**config.mk**
```make
export PLATFORM = sky130hd
export DESIGN_NAME = ics_i2c_control_slave
export DESIGN_NICKNAME = d
export VERILOG_FILES = /design/src/ics_pkg.sv /design/src/ics_stage_if.sv /design/src/ics_i2c_control_slave.sv /design/src/ics_stage_mem.sv
export SDC_FILE = /design/constraint.sdc
export NUM_CORES = 1
export LEC_CHECK = 0
export BUFFER_PORTS_ARGS = -buffer_cell sky130_fd_sc_hd__buf_2
export CORE_ASPECT_RATIO = 0.5
export CORE_MARGIN = 1
export CORE_UTILIZATION = 60
export CTS_CLUSTER_SIZE = 10
export DETAILED_ROUTE_END_ITERATION = 8
export PLACE_DENSITY = 0.78
export SLEW_MARGIN = 20
export SYNTH_ARGS = -nofsm -noshare
export SYNTH_HDL_FRONTEND = slang
export SYNTH_SLANG_ARGS = --single-unit
```
**constraint.sdc**
```tcl
create_clock -name clock_i -period 3.7 [get_ports clock_i]
set_clock_uncertainty 0.05 [all_clocks]
set_input_delay 0.74 -clock clock_i [delete_from_list [all_inputs] [get_ports clock_i]]
set_output_delay 0.74 -clock clock_i [all_outputs]
set_load 0.005 [all_outputs]
```
**src/ics_pkg.sv**
```systemverilog
// Purpose: shared constants and types of the two-wire control slave
// Assumes: 20 MHz system clock, bus pins sampled through synchronisers
// Notes:   staging depth covers the widest data set of one subaddress
package ics_pkg;

	// =====================================================
	// device addresses (7-bit, selected by the strap pin)
	localparam logic [6:0] ICS_DEV_ADDR_LOW  = 7'h2A;
	localparam logic [6:0] ICS_DEV_ADDR_HIGH = 7'h2B;

	// =====================================================
	// byte framing
	localparam logic [3:0] ICS_BYTE_BITS = 4'h8;
	localparam logic [5:0] ICS_LEN_ONE   = 6'h01;

	// =====================================================
	// staging memory
	localparam int         ICS_STAGE_DEPTH = 32;
	localparam int         ICS_STAGE_AW    = 5;

	// =====================================================
	// strap capture: edges after reset release before sampling
	localparam logic [1:0] ICS_STRAP_WAIT = 2'h3;

	// =====================================================
	// bus states
	typedef enum logic [9:0] {
		ICS_IDLE      = 10'h001,
		ICS_ADDR      = 10'h002,
		ICS_ADDR_ACK  = 10'h004,
		ICS_SUB       = 10'h008,
		ICS_SUB_ACK   = 10'h010,
		ICS_WDATA     = 10'h020,
		ICS_WDATA_ACK = 10'h040,
		ICS_RDATA     = 10'h080,
		ICS_RDATA_ACK = 10'h100,
		ICS_IGNORE    = 10'h200
	} ics_state_type;

endpackage : ics_pkg

```
**src/ics_stage_if.sv**
```systemverilog
// Purpose: carrier between the bus engine and its staging memory
// Assumes: one clock domain
// Notes:   read data appear one edge after the read index
`timescale 1ns/1ns
`default_nettype none

interface ics_stage_if;
	import ics_pkg::*;

	logic                    wr_en;
	logic [ICS_STAGE_AW-1:0] wr_idx;
	logic [7:0]              wr_data;
	logic [ICS_STAGE_AW-1:0] rd_idx;
	logic [7:0]              rd_data;

	modport engine (output wr_en, output wr_idx, output wr_data, output rd_idx, input rd_data);
	modport store  (input wr_en, input wr_idx, input wr_data, input rd_idx, output rd_data);

endinterface : ics_stage_if

`default_nettype wire

```
**src/ics_i2c_control_slave.sv**
```systemverilog
// Purpose: two-wire control-port slave for configuration and coefficients
// Assumes: register owner supplies set length and read data per subaddress
// Notes:   runs on the system clock only; never drives the clock line
`timescale 1ns/1ns
`default_nettype none

module ics_i2c_control_slave
	import ics_pkg::*;
(
	input  wire logic       clock_i,
	input  wire logic       resetn_i,
	input  wire logic       scl_i,
	input  wire logic       sda_i,
	output logic            sda_o,
	output logic            sda_oen_o,
	input  wire logic       addr_select_or_phone_shutdown_pin_i,
	output logic            addr_select_or_phone_shutdown_pin_o,
	output logic            addr_select_or_phone_shutdown_pin_oen_o,
	input  wire logic       pin_output_enable_i,
	input  wire logic       phone_shutdown_i,
	output logic [7:0]      cur_subaddr_o,
	input  wire logic [5:0] set_len_i,
	output logic [5:0]      rd_idx_o,
	input  wire logic [7:0] rd_data_i,
	output logic            rd_strobe_o,
	output logic            reg_wr_valid_o,
	output logic [7:0]      reg_wr_addr_o,
	output logic [5:0]      reg_wr_idx_o,
	output logic [7:0]      reg_wr_data_o,
	output logic            reg_wr_last_o
);

	ics_state_type state_r;
	logic          scl_m_r, scl_s_r, scl_d_r;
	logic          sda_m_r, sda_s_r, sda_d_r;
	logic          pin_m_r, pin_s_r;
	logic [1:0]    strap_cnt_r;
	logic          strap_done_r;
	logic          strap_r;
	logic [3:0]    bit_cnt_r;
	logic [7:0]    shift_r;
	logic          rw_r;
	logic          mack_r;
	logic [7:0]    subaddr_r;
	logic [5:0]    widx_r;
	logic [5:0]    rbyte_r;
	logic [7:0]    tx_r;
	logic          sda_oen_r;
	logic          dump_act_r;
	logic [5:0]    dump_idx_r;
	logic [5:0]    dump_len_r;
	logic [7:0]    dump_addr_r;
	logic          dp_valid_r;
	logic [5:0]    dp_idx_r;
	logic          dp_last_r;
	logic          commit_r;

	ics_stage_if stg ();

	ics_stage_mem u_stage (
		.clock_i  (clock_i),
		.resetn_i (resetn_i),
		.st       (stg.store)
	);

	// =====================================================
	// pin synchronisers
	// three-cycle latency, far below fast-mode low time
	// only the system clock is used
	always_ff @(posedge clock_i or negedge resetn_i)
	begin
		if (!resetn_i)
		begin
			scl_m_r <= 1'b1;
			scl_s_r <= 1'b1;
			scl_d_r <= 1'b1;
			sda_m_r <= 1'b1;
			sda_s_r <= 1'b1;
			sda_d_r <= 1'b1;
			pin_m_r <= 1'b0;
			pin_s_r <= 1'b0;
		end
		else
		begin
			scl_m_r <= scl_i;
			scl_s_r <= scl_m_r;
			scl_d_r <= scl_s_r;
			sda_m_r <= sda_i;
			sda_s_r <= sda_m_r;
			sda_d_r <= sda_s_r;
			pin_m_r <= addr_select_or_phone_shutdown_pin_i;
			pin_s_r <= pin_m_r;
		end
	end

	logic scl_rise, scl_fall, start_det, stop_det, byte_end, addr_hit;
	logic [5:0] eff_len;
	logic [7:0] rd_byte;

	assign scl_rise  = scl_s_r & ~scl_d_r;
	assign scl_fall  = ~scl_s_r & scl_d_r;
	assign start_det = scl_s_r & scl_d_r & sda_d_r & ~sda_s_r;
	assign stop_det  = scl_s_r & scl_d_r & ~sda_d_r & sda_s_r;
	// eight bits then the acknowledge slot
	assign byte_end  = scl_fall && (bit_cnt_r == ICS_BYTE_BITS);
	assign addr_hit  = strap_done_r &&
		(shift_r[7:1] == (strap_r ? ICS_DEV_ADDR_HIGH : ICS_DEV_ADDR_LOW));
	// zero length treated as one byte
	assign eff_len   = (set_len_i == 6'h00) ? ICS_LEN_ONE : set_len_i;
	assign rd_byte   = (set_len_i == 6'h00) ? 8'h00 : rd_data_i;

	// =====================================================
	// strap capture and shutdown pin
	// sample strap after release, drive only when enabled
	always_ff @(posedge clock_i or negedge resetn_i)
	begin
		if (!resetn_i)
		begin
			strap_cnt_r  <= 2'h0;
			strap_done_r <= 1'b0;
			strap_r      <= 1'b0;
			addr_select_or_phone_shutdown_pin_o   <= 1'b0;
			addr_select_or_phone_shutdown_pin_oen_o <= 1'b1;
		end
		else
		begin
			if (!strap_done_r)
			begin
				strap_cnt_r <= strap_cnt_r + 2'h1;
				if (strap_cnt_r == ICS_STRAP_WAIT)
				begin
					strap_done_r <= 1'b1;
					strap_r      <= pin_s_r;
				end
			end
			addr_select_or_phone_shutdown_pin_o   <= phone_shutdown_i;
			addr_select_or_phone_shutdown_pin_oen_o <= ~(strap_done_r & pin_output_enable_i);
		end
	end

	// =====================================================
	// bus state machine
	always_ff @(posedge clock_i or negedge resetn_i)
	begin
		if (!resetn_i)
		begin
			state_r   <= ICS_IDLE;
			bit_cnt_r <= 4'h0;
			shift_r   <= 8'h00;
			rw_r      <= 1'b0;
			mack_r    <= 1'b1;
		end
		else if (start_det)
		begin
			// start or repeated start reopens addressing
			state_r   <= ICS_ADDR;
			bit_cnt_r <= 4'h0;
		end
		else if (stop_det)
		begin
			state_r <= ICS_IDLE;
		end
		else
		begin
			// shift in on rising SCL, MSB first
			if (scl_rise && bit_cnt_r != ICS_BYTE_BITS)
			begin
				shift_r   <= {shift_r[6:0], sda_s_r};
				bit_cnt_r <= bit_cnt_r + 4'h1;
			end
			case (state_r)
				ICS_ADDR:
				begin
					if (byte_end)
					begin
						// no match: stay off the bus
						state_r   <= addr_hit ? ICS_ADDR_ACK : ICS_IGNORE;
						rw_r      <= shift_r[0];
						bit_cnt_r <= 4'h0;
					end
				end
				ICS_ADDR_ACK:
				begin
					if (scl_fall)
					begin
						state_r <= rw_r ? ICS_RDATA : ICS_SUB;
						// ack clock is not a data bit
						bit_cnt_r <= 4'h0;
					end
				end
				ICS_SUB:
				begin
					if (byte_end)
					begin
						state_r   <= ICS_SUB_ACK;
						bit_cnt_r <= 4'h0;
					end
				end
				ICS_SUB_ACK, ICS_WDATA_ACK:
				begin
					if (scl_fall)
					begin
						state_r <= ICS_WDATA;
						bit_cnt_r <= 4'h0;
					end
				end
				ICS_WDATA:
				begin
					if (byte_end)
					begin
						state_r   <= ICS_WDATA_ACK;
						bit_cnt_r <= 4'h0;
					end
				end
				ICS_RDATA:
				begin
					if (byte_end)
					begin
						state_r   <= ICS_RDATA_ACK;
						bit_cnt_r <= 4'h0;
					end
				end
				ICS_RDATA_ACK:
				begin
					if (scl_rise)
					begin
						mack_r <= sda_s_r;
					end
					if (scl_fall)
					begin
						state_r <= mack_r ? ICS_IGNORE : ICS_RDATA;
						bit_cnt_r <= 4'h0;
					end
				end
				default:
				begin
					state_r <= state_r;
				end
			endcase
		end
	end

	// =====================================================
	// subaddress and byte pointers
	always_ff @(posedge clock_i or negedge resetn_i)
	begin
		if (!resetn_i)
		begin
			subaddr_r <= 8'h00;
			widx_r    <= 6'h00;
			rbyte_r   <= 6'h00;
			commit_r  <= 1'b0;
		end
		else
		begin
			commit_r <= 1'b0;
			if (start_det || stop_det)
			begin
				// a partial set is never committed
				widx_r <= 6'h00;
			end
			else if (state_r == ICS_SUB && byte_end)
			begin
				subaddr_r <= shift_r;
				widx_r    <= 6'h00;
				rbyte_r   <= 6'h00;
			end
			else if (state_r == ICS_WDATA && byte_end)
			begin
				// count bytes against the set length
				if (widx_r + ICS_LEN_ONE >= eff_len)
				begin
					commit_r  <= 1'b1;
					subaddr_r <= subaddr_r + 8'h01;
					widx_r    <= 6'h00;
				end
				else
				begin
					widx_r <= widx_r + ICS_LEN_ONE;
				end
			end
			else if (state_r == ICS_RDATA && byte_end)
			begin
				// prefetch pointer for the next byte
				if (rbyte_r + ICS_LEN_ONE >= eff_len)
				begin
					subaddr_r <= subaddr_r + 8'h01;
					rbyte_r   <= 6'h00;
				end
				else
				begin
					rbyte_r <= rbyte_r + ICS_LEN_ONE;
				end
			end
		end
	end

	assign stg.wr_en   = (state_r == ICS_WDATA) && byte_end;
	assign stg.wr_idx  = widx_r[ICS_STAGE_AW-1:0];
	assign stg.wr_data = shift_r;
	assign stg.rd_idx  = dump_idx_r[ICS_STAGE_AW-1:0];

	// =====================================================
	// SDA driver
	// only SDA is ever driven, never SCL
	always_ff @(posedge clock_i or negedge resetn_i)
	begin
		if (!resetn_i)
		begin
			sda_oen_r   <= 1'b1;
			tx_r        <= 8'h00;
			rd_strobe_o <= 1'b0;
		end
		else
		begin
			rd_strobe_o <= 1'b0;
			if (start_det || stop_det)
			begin
				sda_oen_r <= 1'b1;
			end
			else if (scl_fall)
			begin
				// all changes right after SCL falls
				case (state_r)
					ICS_ADDR, ICS_SUB, ICS_WDATA:
					begin
						if (byte_end)
						begin
							sda_oen_r <= ~((state_r != ICS_ADDR) || addr_hit);
						end
					end
					ICS_ADDR_ACK, ICS_RDATA_ACK:
					begin
						// load first or next read byte
						if ((state_r == ICS_ADDR_ACK && rw_r) ||
							(state_r == ICS_RDATA_ACK && !mack_r))
						begin
							tx_r        <= rd_byte;
							sda_oen_r   <= rd_byte[7];
							rd_strobe_o <= 1'b1;
						end
						else
						begin
							sda_oen_r <= 1'b1;
						end
					end
					ICS_SUB_ACK, ICS_WDATA_ACK:
					begin
						sda_oen_r <= 1'b1;
					end
					ICS_RDATA:
					begin
						if (byte_end)
						begin
							sda_oen_r <= 1'b1;
						end
						else
						begin
							tx_r      <= {tx_r[6:0], 1'b0};
							sda_oen_r <= tx_r[6];
						end
					end
					default:
					begin
						sda_oen_r <= 1'b1;
					end
				endcase
			end
		end
	end

	assign sda_o     = 1'b0;
	assign sda_oen_o = sda_oen_r;

	// =====================================================
	// commit drain to register owner
	always_ff @(posedge clock_i or negedge resetn_i)
	begin
		if (!resetn_i)
		begin
			dump_act_r     <= 1'b0;
			dump_idx_r     <= 6'h00;
			dump_len_r     <= 6'h00;
			dump_addr_r    <= 8'h00;
			dp_valid_r     <= 1'b0;
			dp_idx_r       <= 6'h00;
			dp_last_r      <= 1'b0;
			reg_wr_valid_o <= 1'b0;
			reg_wr_addr_o  <= 8'h00;
			reg_wr_idx_o   <= 6'h00;
			reg_wr_data_o  <= 8'h00;
			reg_wr_last_o  <= 1'b0;
		end
		else
		begin
			if (commit_r)
			begin
				dump_act_r  <= 1'b1;
				dump_idx_r  <= 6'h00;
				dump_len_r  <= eff_len;
				dump_addr_r <= subaddr_r - 8'h01;
			end
			else if (dump_act_r)
			begin
				dump_idx_r <= dump_idx_r + ICS_LEN_ONE;
				if (dump_idx_r + ICS_LEN_ONE >= dump_len_r)
				begin
					dump_act_r <= 1'b0;
				end
			end
			dp_valid_r     <= dump_act_r;
			dp_idx_r       <= dump_idx_r;
			dp_last_r      <= dump_act_r && (dump_idx_r + ICS_LEN_ONE >= dump_len_r);
			reg_wr_valid_o <= dp_valid_r;
			reg_wr_addr_o  <= dump_addr_r;
			reg_wr_idx_o   <= dp_idx_r;
			reg_wr_data_o  <= stg.rd_data;
			reg_wr_last_o  <= dp_last_r;
		end
	end

	always_ff @(posedge clock_i or negedge resetn_i)
	begin
		if (!resetn_i)
		begin
			cur_subaddr_o <= 8'h00;
			rd_idx_o      <= 6'h00;
		end
		else
		begin
			cur_subaddr_o <= subaddr_r;
			rd_idx_o      <= rbyte_r;
		end
	end
endmodule : ics_i2c_control_slave

`default_nettype wire

```
**src/ics_stage_mem.sv**
```systemverilog
// Purpose: staging store for the bytes of one incomplete data set
// Assumes: written by the bus engine, drained after the set completes
// Notes:   registered read port
`timescale 1ns/1ns
`default_nettype none

module ics_stage_mem
	import ics_pkg::*;
(
	input  wire logic  clock_i,
	input  wire logic  resetn_i,
	ics_stage_if.store st
);

	// =====================================================
	// storage array
	logic [7:0] mem_r [ICS_STAGE_DEPTH];
	logic [7:0] rd_r;

	always_ff @(posedge clock_i)
	begin
		if (st.wr_en)
		begin
			mem_r[st.wr_idx] <= st.wr_data;
		end
	end

	// =====================================================
	// registered read
	always_ff @(posedge clock_i or negedge resetn_i)
	begin
		if (!resetn_i)
		begin
			rd_r <= 8'h00;
		end
		else
		begin
			rd_r <= mem_r[st.rd_idx];
		end
	end

	assign st.rd_data = rd_r;

endmodule : ics_stage_mem

`default_nettype wire

```
==> results of run 1 <==
metal layers:
metal  vias up  global-route usage, %  share of wire, %
met5         -                      0                 0
li1       3973                      -                 -
met3        72                   5.81               8.6
met4         0                   7.51               2.4
met1      4637                   39.7                42
met2       428                   41.8                48
cell usage after synthesis (5+ instances only):
cell,count
buf_2,7
o31ai_1,5
nand3_1,24
nand4_1,7
edfxtp_1,256
buf_1,5
xnor2_1,13
nor3_1,20
dfstp_2,10
nand2b_1,15
dfrtp_1,133
a21o_1,9
o21ai_1,8
nor2_1,73
mux4_2,80
clkbuf_1,27
and3_1,10
ha_1,27
o21ai_0,31
nand2_1,74
mux2_2,14
xor2_1,16
mux2i_1,8
a21oi_1,28
inv_1,23
critical path: cells and delay by family (launching register included):
kind                     cells  cell delay, ns
flip-flops                   1            0.56
AO/OA/AOI/OAI                3            0.67
AND/OR/NAND/NOR              4            1.09
adder cells (fa/ha/maj)      1            0.25
XOR/XNOR                     1            0.25
buffers and inverters        1            0.26
path summary, 6_finish.rpt:
check | startpoint | endpoint | slack [ns]
min | resetn_i | reg_wr_addr_o[2] | 0.11
min reg2reg | dp_idx_r[2] | reg_wr_idx_o[2] | 0.28
min in group clock_i | scl_i | scl_m_r | 0.26
max reg2reg | widx_r[2] | subaddr_r[0] | 0.43
max in group asynchronous | resetn_i | u_stage.st.rd_data[5] | 2.65
max | widx_r[2] | subaddr_r[0] | 0.43
cell families after synthesis:
| logic type | after synthesis |
|---|---|
| DFF | 399 |
| and+or+nand+nor | 262 |
| muxes | 102 |
| AOI/OAI and AO/OA | 101 |
| buffers and inverters | 67 |
| xor gates and xnor gates | 29 |
| adders and majority gates | 27 |
| other | 1 |
metrics by stage:
step                      total power (W)  worst slack (ns)  std cells  hold WS [ns]  cell area, sq um
after floorplan                   0.00542             0.387        988         0.281             16100
after global placement            0.00564             0.189       1396         0.282             17000
after detailed placement          0.00569            0.0943       1396         0.285             17000
after CTS                         0.00958             0.470       1474         0.124             18300
after global routing              0.00981             0.129       1474         0.142             18300
final                             0.00953             0.434       1474         0.114             18300
sequential cells by signal (all words and copies together), names as in the netlist, 7 cells and up:
signal / count
reg_wr_data_o: 8
tx_r: 7
u_stage.st.rd_data: 8
subaddr_r: 8
cur_subaddr_o: 8
state_r: 10
reg_wr_addr_o: 8
dump_addr_r: 8
u_stage.mem_r: 256
shift_r: 8
power breakdown:
part	total, W	switching [W]	internal [W]	leakage, nW
clock	0.00392	0.00166	0.00227	0.600
sequential	0.00513	0.000105	0.00502	4.10
combinational	0.000481	0.000363	0.000118	2.28
total	0.00953	0.00212	0.00741	6.98
area by class of cell:
cell class              count  area (sq um)
fillers                  1605          7450
flip-flops and latches    399         11300
well taps                 344           430
repair buffers            108           699
clock buffers              76          1240
inverters                  23          86.3
clock inverters             2          17.5
multi-input cells         522          4540
==> results.yml, run 1 <==
yosys:
  yosys_warnings: 0
  synthXorXnorAreaFrac_pct: 1.58
  synthArstFlopShare_pct: 35.8
  synth-seq-cells: 399
  synthSimpleGateAreaFrac_pct: 7.97
  synth_compound_area_share_pct: 3.84
  synth-seq-area-share_pct: 70.0
  netlist_area_sq_um: 16100
  synth_top_area_share_pct: 47.7
  synthMuxAreaShare_pct: 12.7
  synth_adder_area_share_pct: 2.10
  avgSynthCellArea_sq_um: 16.3
  synth-edff-count: 256
  synth_cell_types: 64
  synth_top_family_by_area: "multiplexers"
  synth_cells: 988
  synth_nets: 1036
  synth-main-ff-cell: "edfxtp_1"
  yosysTopAreaCell: "edfxtp_1"
  synth_area_leaders: "edfxtp_1 48%, dfrtp_1 21%, mux4_2 11%"
timing:
  hold_viol_final: 0
  fin_setup_tns_ns: 0
  setup_viol: 0
  slew_viol_final: 0
  slew_headroom_pct: 23.3
  worst_pin_slew_ns: 1.15
  fin_crit_sh_pct: 88.3
  rsz0062_at_grt: "false"
  fin_crit_ns: 3.27
  clock.fmax_mhz: 306
cts:
  tritoncts: "yes"
  clk_latency_ns: 0.54
  cts_root_buffer: "clkbuf_16"
  numCtsBuffers: 45
  cts_hold_buf: 0
  cts_buffer_depth: 3
  post_cts_resized: 0
  post_cts_buffers: 0
  h-tree-depth: 2
  clk_pin_slew_ns: 0.06
  clock_sinks: 399
setup_path:
  critPathLaunchType: "flop"
  r2r_cells: 10
  path_max_fanout: 13
  worst_path_max_delay_cell: "dfrtp_1"
  path_cells: "nand3_1 > nor3_1 > xor2_1 > ha_1 > nand2b_1 > o32ai_1 > o31ai_1 > nand2_1 > buf_4 > a211o_1"
  endpoint_kind: "flop"
  cp.required_ns: 4.06
  critPathKind: "reg -> reg"
  cpPeakStageDelay_ns: 0.56
  cp.arrival_ns: 3.63
drt:
  postRouteAntennaNets: 0
  vias: 9110
  firstDrtPassIters: 7
  drt_iter0_markers: 1064
  drc: 0
  wl_per_cell_microns: 24.0
  vias_per_cell: 6.18
  drt-total-wl_mm: 35.3
floorplan:
  core-area_sq_um: 25800
  die_x_microns: 234
  rows: 41
  die_area_sq_um: 27500
  num_io_pins: 64
  die_height_microns: 118
  start_util_pct: 62.5
global_route:
  antenna_found_initial: 0
  grtUsageTotal_pct: 27.1
  grt_max_degree: 57
  grt-ovfl-total: 0
  grt_first_pass_wirelength_mm: 55.0
  grt_pass1_vias: 9349
finish:
  layout_commonest_cell: "edfxtp_1"
  nets: 1147
  drive_gt1_share_pct: 24.2
  n_antenna_cell: 0
  area_delta_synth_final_pct: 13.6
  utilization_pct: 71.1
  final_cell_mix: "256 x edfxtp_1, 130 x dfrtp_1, 80 x mux4_2, 74 x nand2_1, 73 x nor2_1"
place:
  gp_congestion: 0.884
  io_buffers: 62
  dpl.hpwl_mm: 20.9
outcome:
  outcome: "finished, final reports clean"
power:
  cellPowerDensity_nw_per_um2: 521
  p_leak_nw: 6.98
  peakVddDrop_uv: 342
flow_run:
  cap_violations: 0
min_path:
  worstHoldPathType: "in -> async"
(Power assumes the default switching activity.)
==> run 2: changes to the inputs <==
CTS_BUF_LIST = sky130_fd_sc_hd__clkbuf_4   (was not set)
==> run 2 against run 1 <==
  * Wire length decreased by 4.1%
  * Global-route usage decreased by 0.87 points
  * Sequential share of layout area increased by 0.24 points
  * Die area unchanged
  * Worst hold slack improved by 0.052 ns
  * Flip-flop and latch count unchanged
  * First-iteration DRC count increased by 10%
  * Critical path depth unchanged
  * Register-to-register slack improved by 0.04 ns
  * Critical path type unchanged
  * Largest cell class unchanged
==> results.yml, run 2 (synthesis results as in run 1) <==
min_path:
  worstHoldPathType: "in -> reg"
  hold_depth: 3
  min_to: "dump_len_r[2]"
  min_from: "set_len_i[2]"
drt:
  drt_iter0_markers: 1175
  drt-total-wl_mm: 33.9
  vias_per_cell: 5.93
  wl_per_cell_microns: 21.8
  postRouteAntennaNets: 0
  vias: 9229
  drc: 0
  firstDrtPassIters: 7
global_route:
  grt_use_met2_pct: 38.9
  grtUsageTotal_pct: 26.3
  met3_usage_pct: 7.36
  grt_pass1_vias: 9449
  grt_max_degree: 57
  grt-ovfl-total: 0
  met1_usage_pct: 37.5
  antenna_found_initial: 2
  grt_first_pass_wirelength_mm: 53.0
  busiest_layer: "met2"
cts:
  clk_pin_slew_ns: 0.08
  h-tree-depth: 3
  cts_root_buffer: "clkbuf_4"
  clock_sinks: 399
  tritoncts: "yes"
  clk_latency_ns: 0.78
  numCtsBuffers: 84
  cts_buffer_depth: 3
  post_cts_buffers: 0
finish:
  largestRegisters: "u_stage.mem_r (256), state_r (10)"
  layout_commonest_cell: "edfxtp_1"
  nets: 1192
  final_cell_mix: "256 x edfxtp_1, 133 x clkbuf_4, 130 x dfrtp_1, 80 x mux4_2, 74 x nand2_1"
  drive_gt1_share_pct: 30.2
  regMostFlops: "u_stage.mem_r"
  largest_reg_flops: 256
  utilization_pct: 70.8
  area_delta_synth_final_pct: 13.2
place:
  io_buffers: 62
  dpl.hpwl_mm: 20.9
  gp_congestion: 0.884
  place_ws_ns: 0.0943
timing:
  holdWs_ns: 0.165
  slew_headroom_pct: 23.8
  rsz0062_at_grt: "false"
  fin_crit_sh_pct: 87.2
  hold_viol_final: 0
  worst_pin_slew_ns: 1.14
  fin_crit_ns: 3.23
  setup_viol: 0
  fin_ws_ns: 0.475
  slew_viol_final: 0
  clock.fmax_mhz: 310
  fin_setup_tns_ns: 0
floorplan:
  die_x_microns: 234
  die_height_microns: 118
  num_io_pins: 64
  core-area_sq_um: 25800
  rows: 41
  die_area_sq_um: 27500
  start_util_pct: 62.5
setup_path:
  timing.rr.start: "widx_r[2]"
  critPathLaunchType: "flop"
  path_max_fanout: 13
  cp.arrival_ns: 3.82
  cp.required_ns: 4.29
  r2r_cells: 10
  endpoint_kind: "flop"
  r2r-end: "subaddr_r[0]"
  critPathKind: "reg -> reg"
  reg2reg_slack_ns: 0.47
outcome:
  outcome: "finished, final reports clean"
flow_run:
  cap_violations: 0
power:
  peakVddDrop_uv: 302
  p_leak_nw: 7.08
  p_total_w: 0.00901
  cellPowerDensity_nw_per_um2: 494
[run 2: cell count changes in the layout (fill, tap and decap cells not counted), sizes merged]
cell,before,now
diode,0,3
bufinv,0,2
clkbuf,76,133
clkinv,0,14
dlygate4sd3,0,6
[run 2: per-stage QoR]
stage / std cells / area, sq um
2_1_floorplan: 988 / 16100
3_3_place_gp: 1396 / 17000
3_5_place_dp: 1396 / 17000
4_1_cts: 1553 / 18200
5_1_grt: 1556 / 18200
6_report: 1556 / 18200
[run 2: what timing repair did]
item | CTS | global route
endpoints found under the hold margin | 56 | 0
hold buffers | 6 | 0
gates resized for setup | 0 | 0
[run 2: area by class of cell]
type                       count  area [sq um]
sequential                   399         11300
fill                        1659          7530
multi-input combinational    522          4540
clock buffer                 133           998
timing repair buffer         114           759
tap                          344           430
clock inverter                18           123
inverter                      23          86.3
antenna                        3          7.51
[run 2: per-layer routing]
metal / wire [microns] / up-vias
li1: - / 4117
met1: 14300 / 4667
met2: 15600 / 386
met3: 3030 / 59
met4: 871 / 0
met5: 0 / -
[run 2: critical path, stage by stage, from the launching register on]
cell and delay (ns):
dfrtp_1 0.56, nand3_1 0.28, nor3_1 0.31, xor2_1 0.25
ha_1 0.25, nand2b_1 0.14, o32ai_1 0.09, o31ai_1 0.30
nand2_1 0.35, buf_4 0.25, a211o_1 0.27
[run 2: how the worst max path moves through the flow]
stage	startpoint	endpoint	cells past startpoint
floorplan	set_len_i[3]	subaddr_r[3]	12
global placement	set_len_i[3]	subaddr_r[0]	12
detailed placement	set_len_i[3]	subaddr_r[4]	12
CTS	widx_r[2]	subaddr_r[0]	10
global route	widx_r[2]	subaddr_r[0]	10
finish	widx_r[2]	subaddr_r[0]	10
[run 2: power by group]
group | switching (W) | total, W | internal, W | leakage [nW]
clock | 0.00165 | 0.00341 | 0.00177 | 0.675
sequential | 0.000103 | 0.00512 | 0.00502 | 4.10
combinational | 0.000357 | 0.000478 | 0.000122 | 2.30
total | 0.00211 | 0.00901 | 0.00691 | 7.08
==> run 3: changes to the inputs <==
CAP_MARGIN = 30   (was not set)
CORE_UTILIZATION = 58   (was 60)
PLACE_DENSITY = 0.79   (was 0.78)
SLEW_MARGIN = 30   (was 20)
clock period = 2.6 ns   (was 3.7 ns; I/O delays follow)
==> run 3 against run 2 <==
  * The run now ends with setup timing left
  * Fmax increased by 20%
  * Worst hold slack worse by 0.13 ns
  * Wire length rose by 6.4%
  * Die area up 3.4%
  * Power increased by 44%
  * Clock power grew 43%
  * Clock-buffer cell count is 2 higher
  * Largest power group unchanged
==> results.yml, run 3 (synthesis results as in run 1) <==
outcome:
  outcome: "finished, violations left"
  failed_checks: "setup timing"
drt:
  postRouteAntennaNets: 0
  wl_per_cell_microns: 21.7
  drc: 0
  drt-total-wl_mm: 36.0
  drt_iter0_markers: 981
  firstDrtPassIters: 5
  vias: 9859
  vias_per_cell: 5.94
setup_path:
  crit_top_cell: "buf_4"
  cp_top_family: "compound AO/OA/AOI/OAI gates"
  path_depth: 11
  worst_path_max_delay_cell: "or4_4"
  path_max_fanout: 6
  cp.arrival_ns: 3.32
  critPathLaunchType: "flop"
  cpPeakStageDelay_ns: 0.50
  cp.required_ns: 3.24
  r2r_cells: 11
  endpoint_kind: "flop"
  path_cells: "nand3_4 > nor2_4 > xor2_2 > ha_2 > or4_4 > a21oi_4 > o21ai_2 > buf_4 > a311o_2 > buf_4 > o21ai_0"
  critPathKind: "reg -> reg"
  path_buf_inv: 2
timing:
  clock.fmax_mhz: 373
  fin_ws_ns: -0.0836
  fin_crit_ns: 2.68
  worst_pin_slew_ns: 0.870
  slew_headroom_pct: 42.0
  rsz0062_at_grt: "true"
  hold_viol_final: 0
  slew_viol_final: 0
  setup_viol: 9
  fin_setup_tns_ns: -0.393
  fin_crit_sh_pct: 103
power:
  power_frac_clock_pct: 37.8
  p_leak_nw: 7.49
  comb_power_share_pct: 6.3
  p_sw_w: 0.00312
  cellPowerDensity_nw_per_um2: 677
  p_int_w: 0.00982
  swShare_pct: 24.1
  seqPwrFrac_pct: 55.9
  peakVddDrop_uv: 380
  p_total_w: 0.0129
finish:
  final_cell_mix: "256 x edfxtp_1, 135 x clkbuf_4, 125 x dfrtp_1, 98 x buf_4, 80 x mux4_2"
  fillCellCount: 1644
  largest_reg_flops: 256
  layout_commonest_cell: "edfxtp_1"
  utilization_pct: 71.2
  regMostFlops: "u_stage.mem_r"
  nets: 1262
  largestRegisters: "u_stage.mem_r (256), state_r (10)"
  drive_gt1_share_pct: 37.7
  fin_cells: 1659
  area_delta_synth_final_pct: 18.7
global_route:
  grt_pass1_vias: 9995
  grt-ovfl-total: 0
  antenna_found_initial: 1
  grtUsageTotal_pct: 26.3
  grt_first_pass_wirelength_mm: 55.4
  grt_max_degree: 58
floorplan:
  num_io_pins: 64
  die_height_microns: 120
  start_util_pct: 60.0
  die_area_sq_um: 28500
  core-area_sq_um: 26900
  rows: 42
  die_x_microns: 238
cts:
  h-tree-depth: 3
  clk_latency_ns: 0.80
  numCtsBuffers: 86
  clk_pin_slew_ns: 0.07
  cts_buffer_depth: 3
  clock_sinks: 399
  cts_root_buffer: "clkbuf_4"
  tritoncts: "yes"
flow_run:
  cap_violations: 0
min_path:
  worstHoldPathType: "in -> reg"
  hold_depth: 4
place:
  dpl.hpwl_mm: 22.1
  gp_congestion: 0.906
  io_buffers: 62
  dp_cells: 1480
-- run 3: worst reg2reg max path, cell delays in order (launching register included) --
cell	delay, ns
dfrtp_2	0.46
nand3_4	0.13
nor2_4	0.05
xor2_2	0.16
ha_2	0.19
or4_4	0.50
a21oi_4	0.17
o21ai_2	0.08
buf_4	0.14
a311o_2	0.37
buf_4	0.16
o21ai_0	0.14
-- run 3: repair_timing --
item | in CTS | in global routing
hold buffers | 8 | 0
endpoints found under the hold margin | 58 | 0
cloned | 1 | 0
pin swaps | 14 | 19
endpoints found under the setup margin | 15 | 87
setup buffers | 6 | 7
gates resized for setup | 19 | 48
-- run 3: power by group through the flow --
stage | Clock (W) | Combinational (W) | Sequential, W
floorplan | 0 | 0.000216 | 0.00749
global placement | 0 | 0.000703 | 0.00735
detailed placement | 0 | 0.000769 | 0.00737
CTS | 0.00494 | 0.000794 | 0.00723
global route | 0.00526 | 0.000880 | 0.00725
finish | 0.00488 | 0.000817 | 0.00723
-- run 3: metrics by stage --
stage | setup WS, ns | hold WS [ns] | area [sq um]
after floorplan | -0.364 | 0.174 | 16200
after global placement | -0.481 | 0.283 | 17500
after detailed placement | -0.549 | 0.285 | 17500
after CTS | -0.104 | 0.00993 | 18900
after global routing | -0.141 | 0.0230 | 19100
final | -0.0836 | 0.0343 | 19100
-- run 3: layout make-up --
cell class                      instances  area [sq um]  area share (%)
Antenna cell                            3          7.51          0.0393
Clock buffer                          135          1010            5.30
Clock inverter                         21           115           0.602
Inverter                               23          86.3           0.452
Multi-Input combinational cell        523          4820            25.2
Sequential cell                       399         11300            59.1
Tap cell                              374           468            2.45
Timing Repair Buffer                  181          1310            6.87
-- run 3: layer usage --
layer,global-route usage (%),wire [microns],up-vias
met2,41.3,17300,523
li1,-,-,4255
met4,10.0,939,0
met5,0,0,-
met3,6.23,2890,94
met1,36.3,14900,4987
-- run 3: final timing paths --
check / start / to / slack (ns)
min in group asynchronous: resetn_i / dump_act_r / 0.22
hold / removal: set_len_i[5] / dump_len_r[5] / 0.03
setup / recovery: rbyte_r[1] / rbyte_r[4] / -0.08
setup reg to reg: rbyte_r[1] / rbyte_r[4] / -0.08
hold reg to reg: pin_m_r / pin_s_r / 0.29
max in group asynchronous: resetn_i / sda_s_r / 1.52
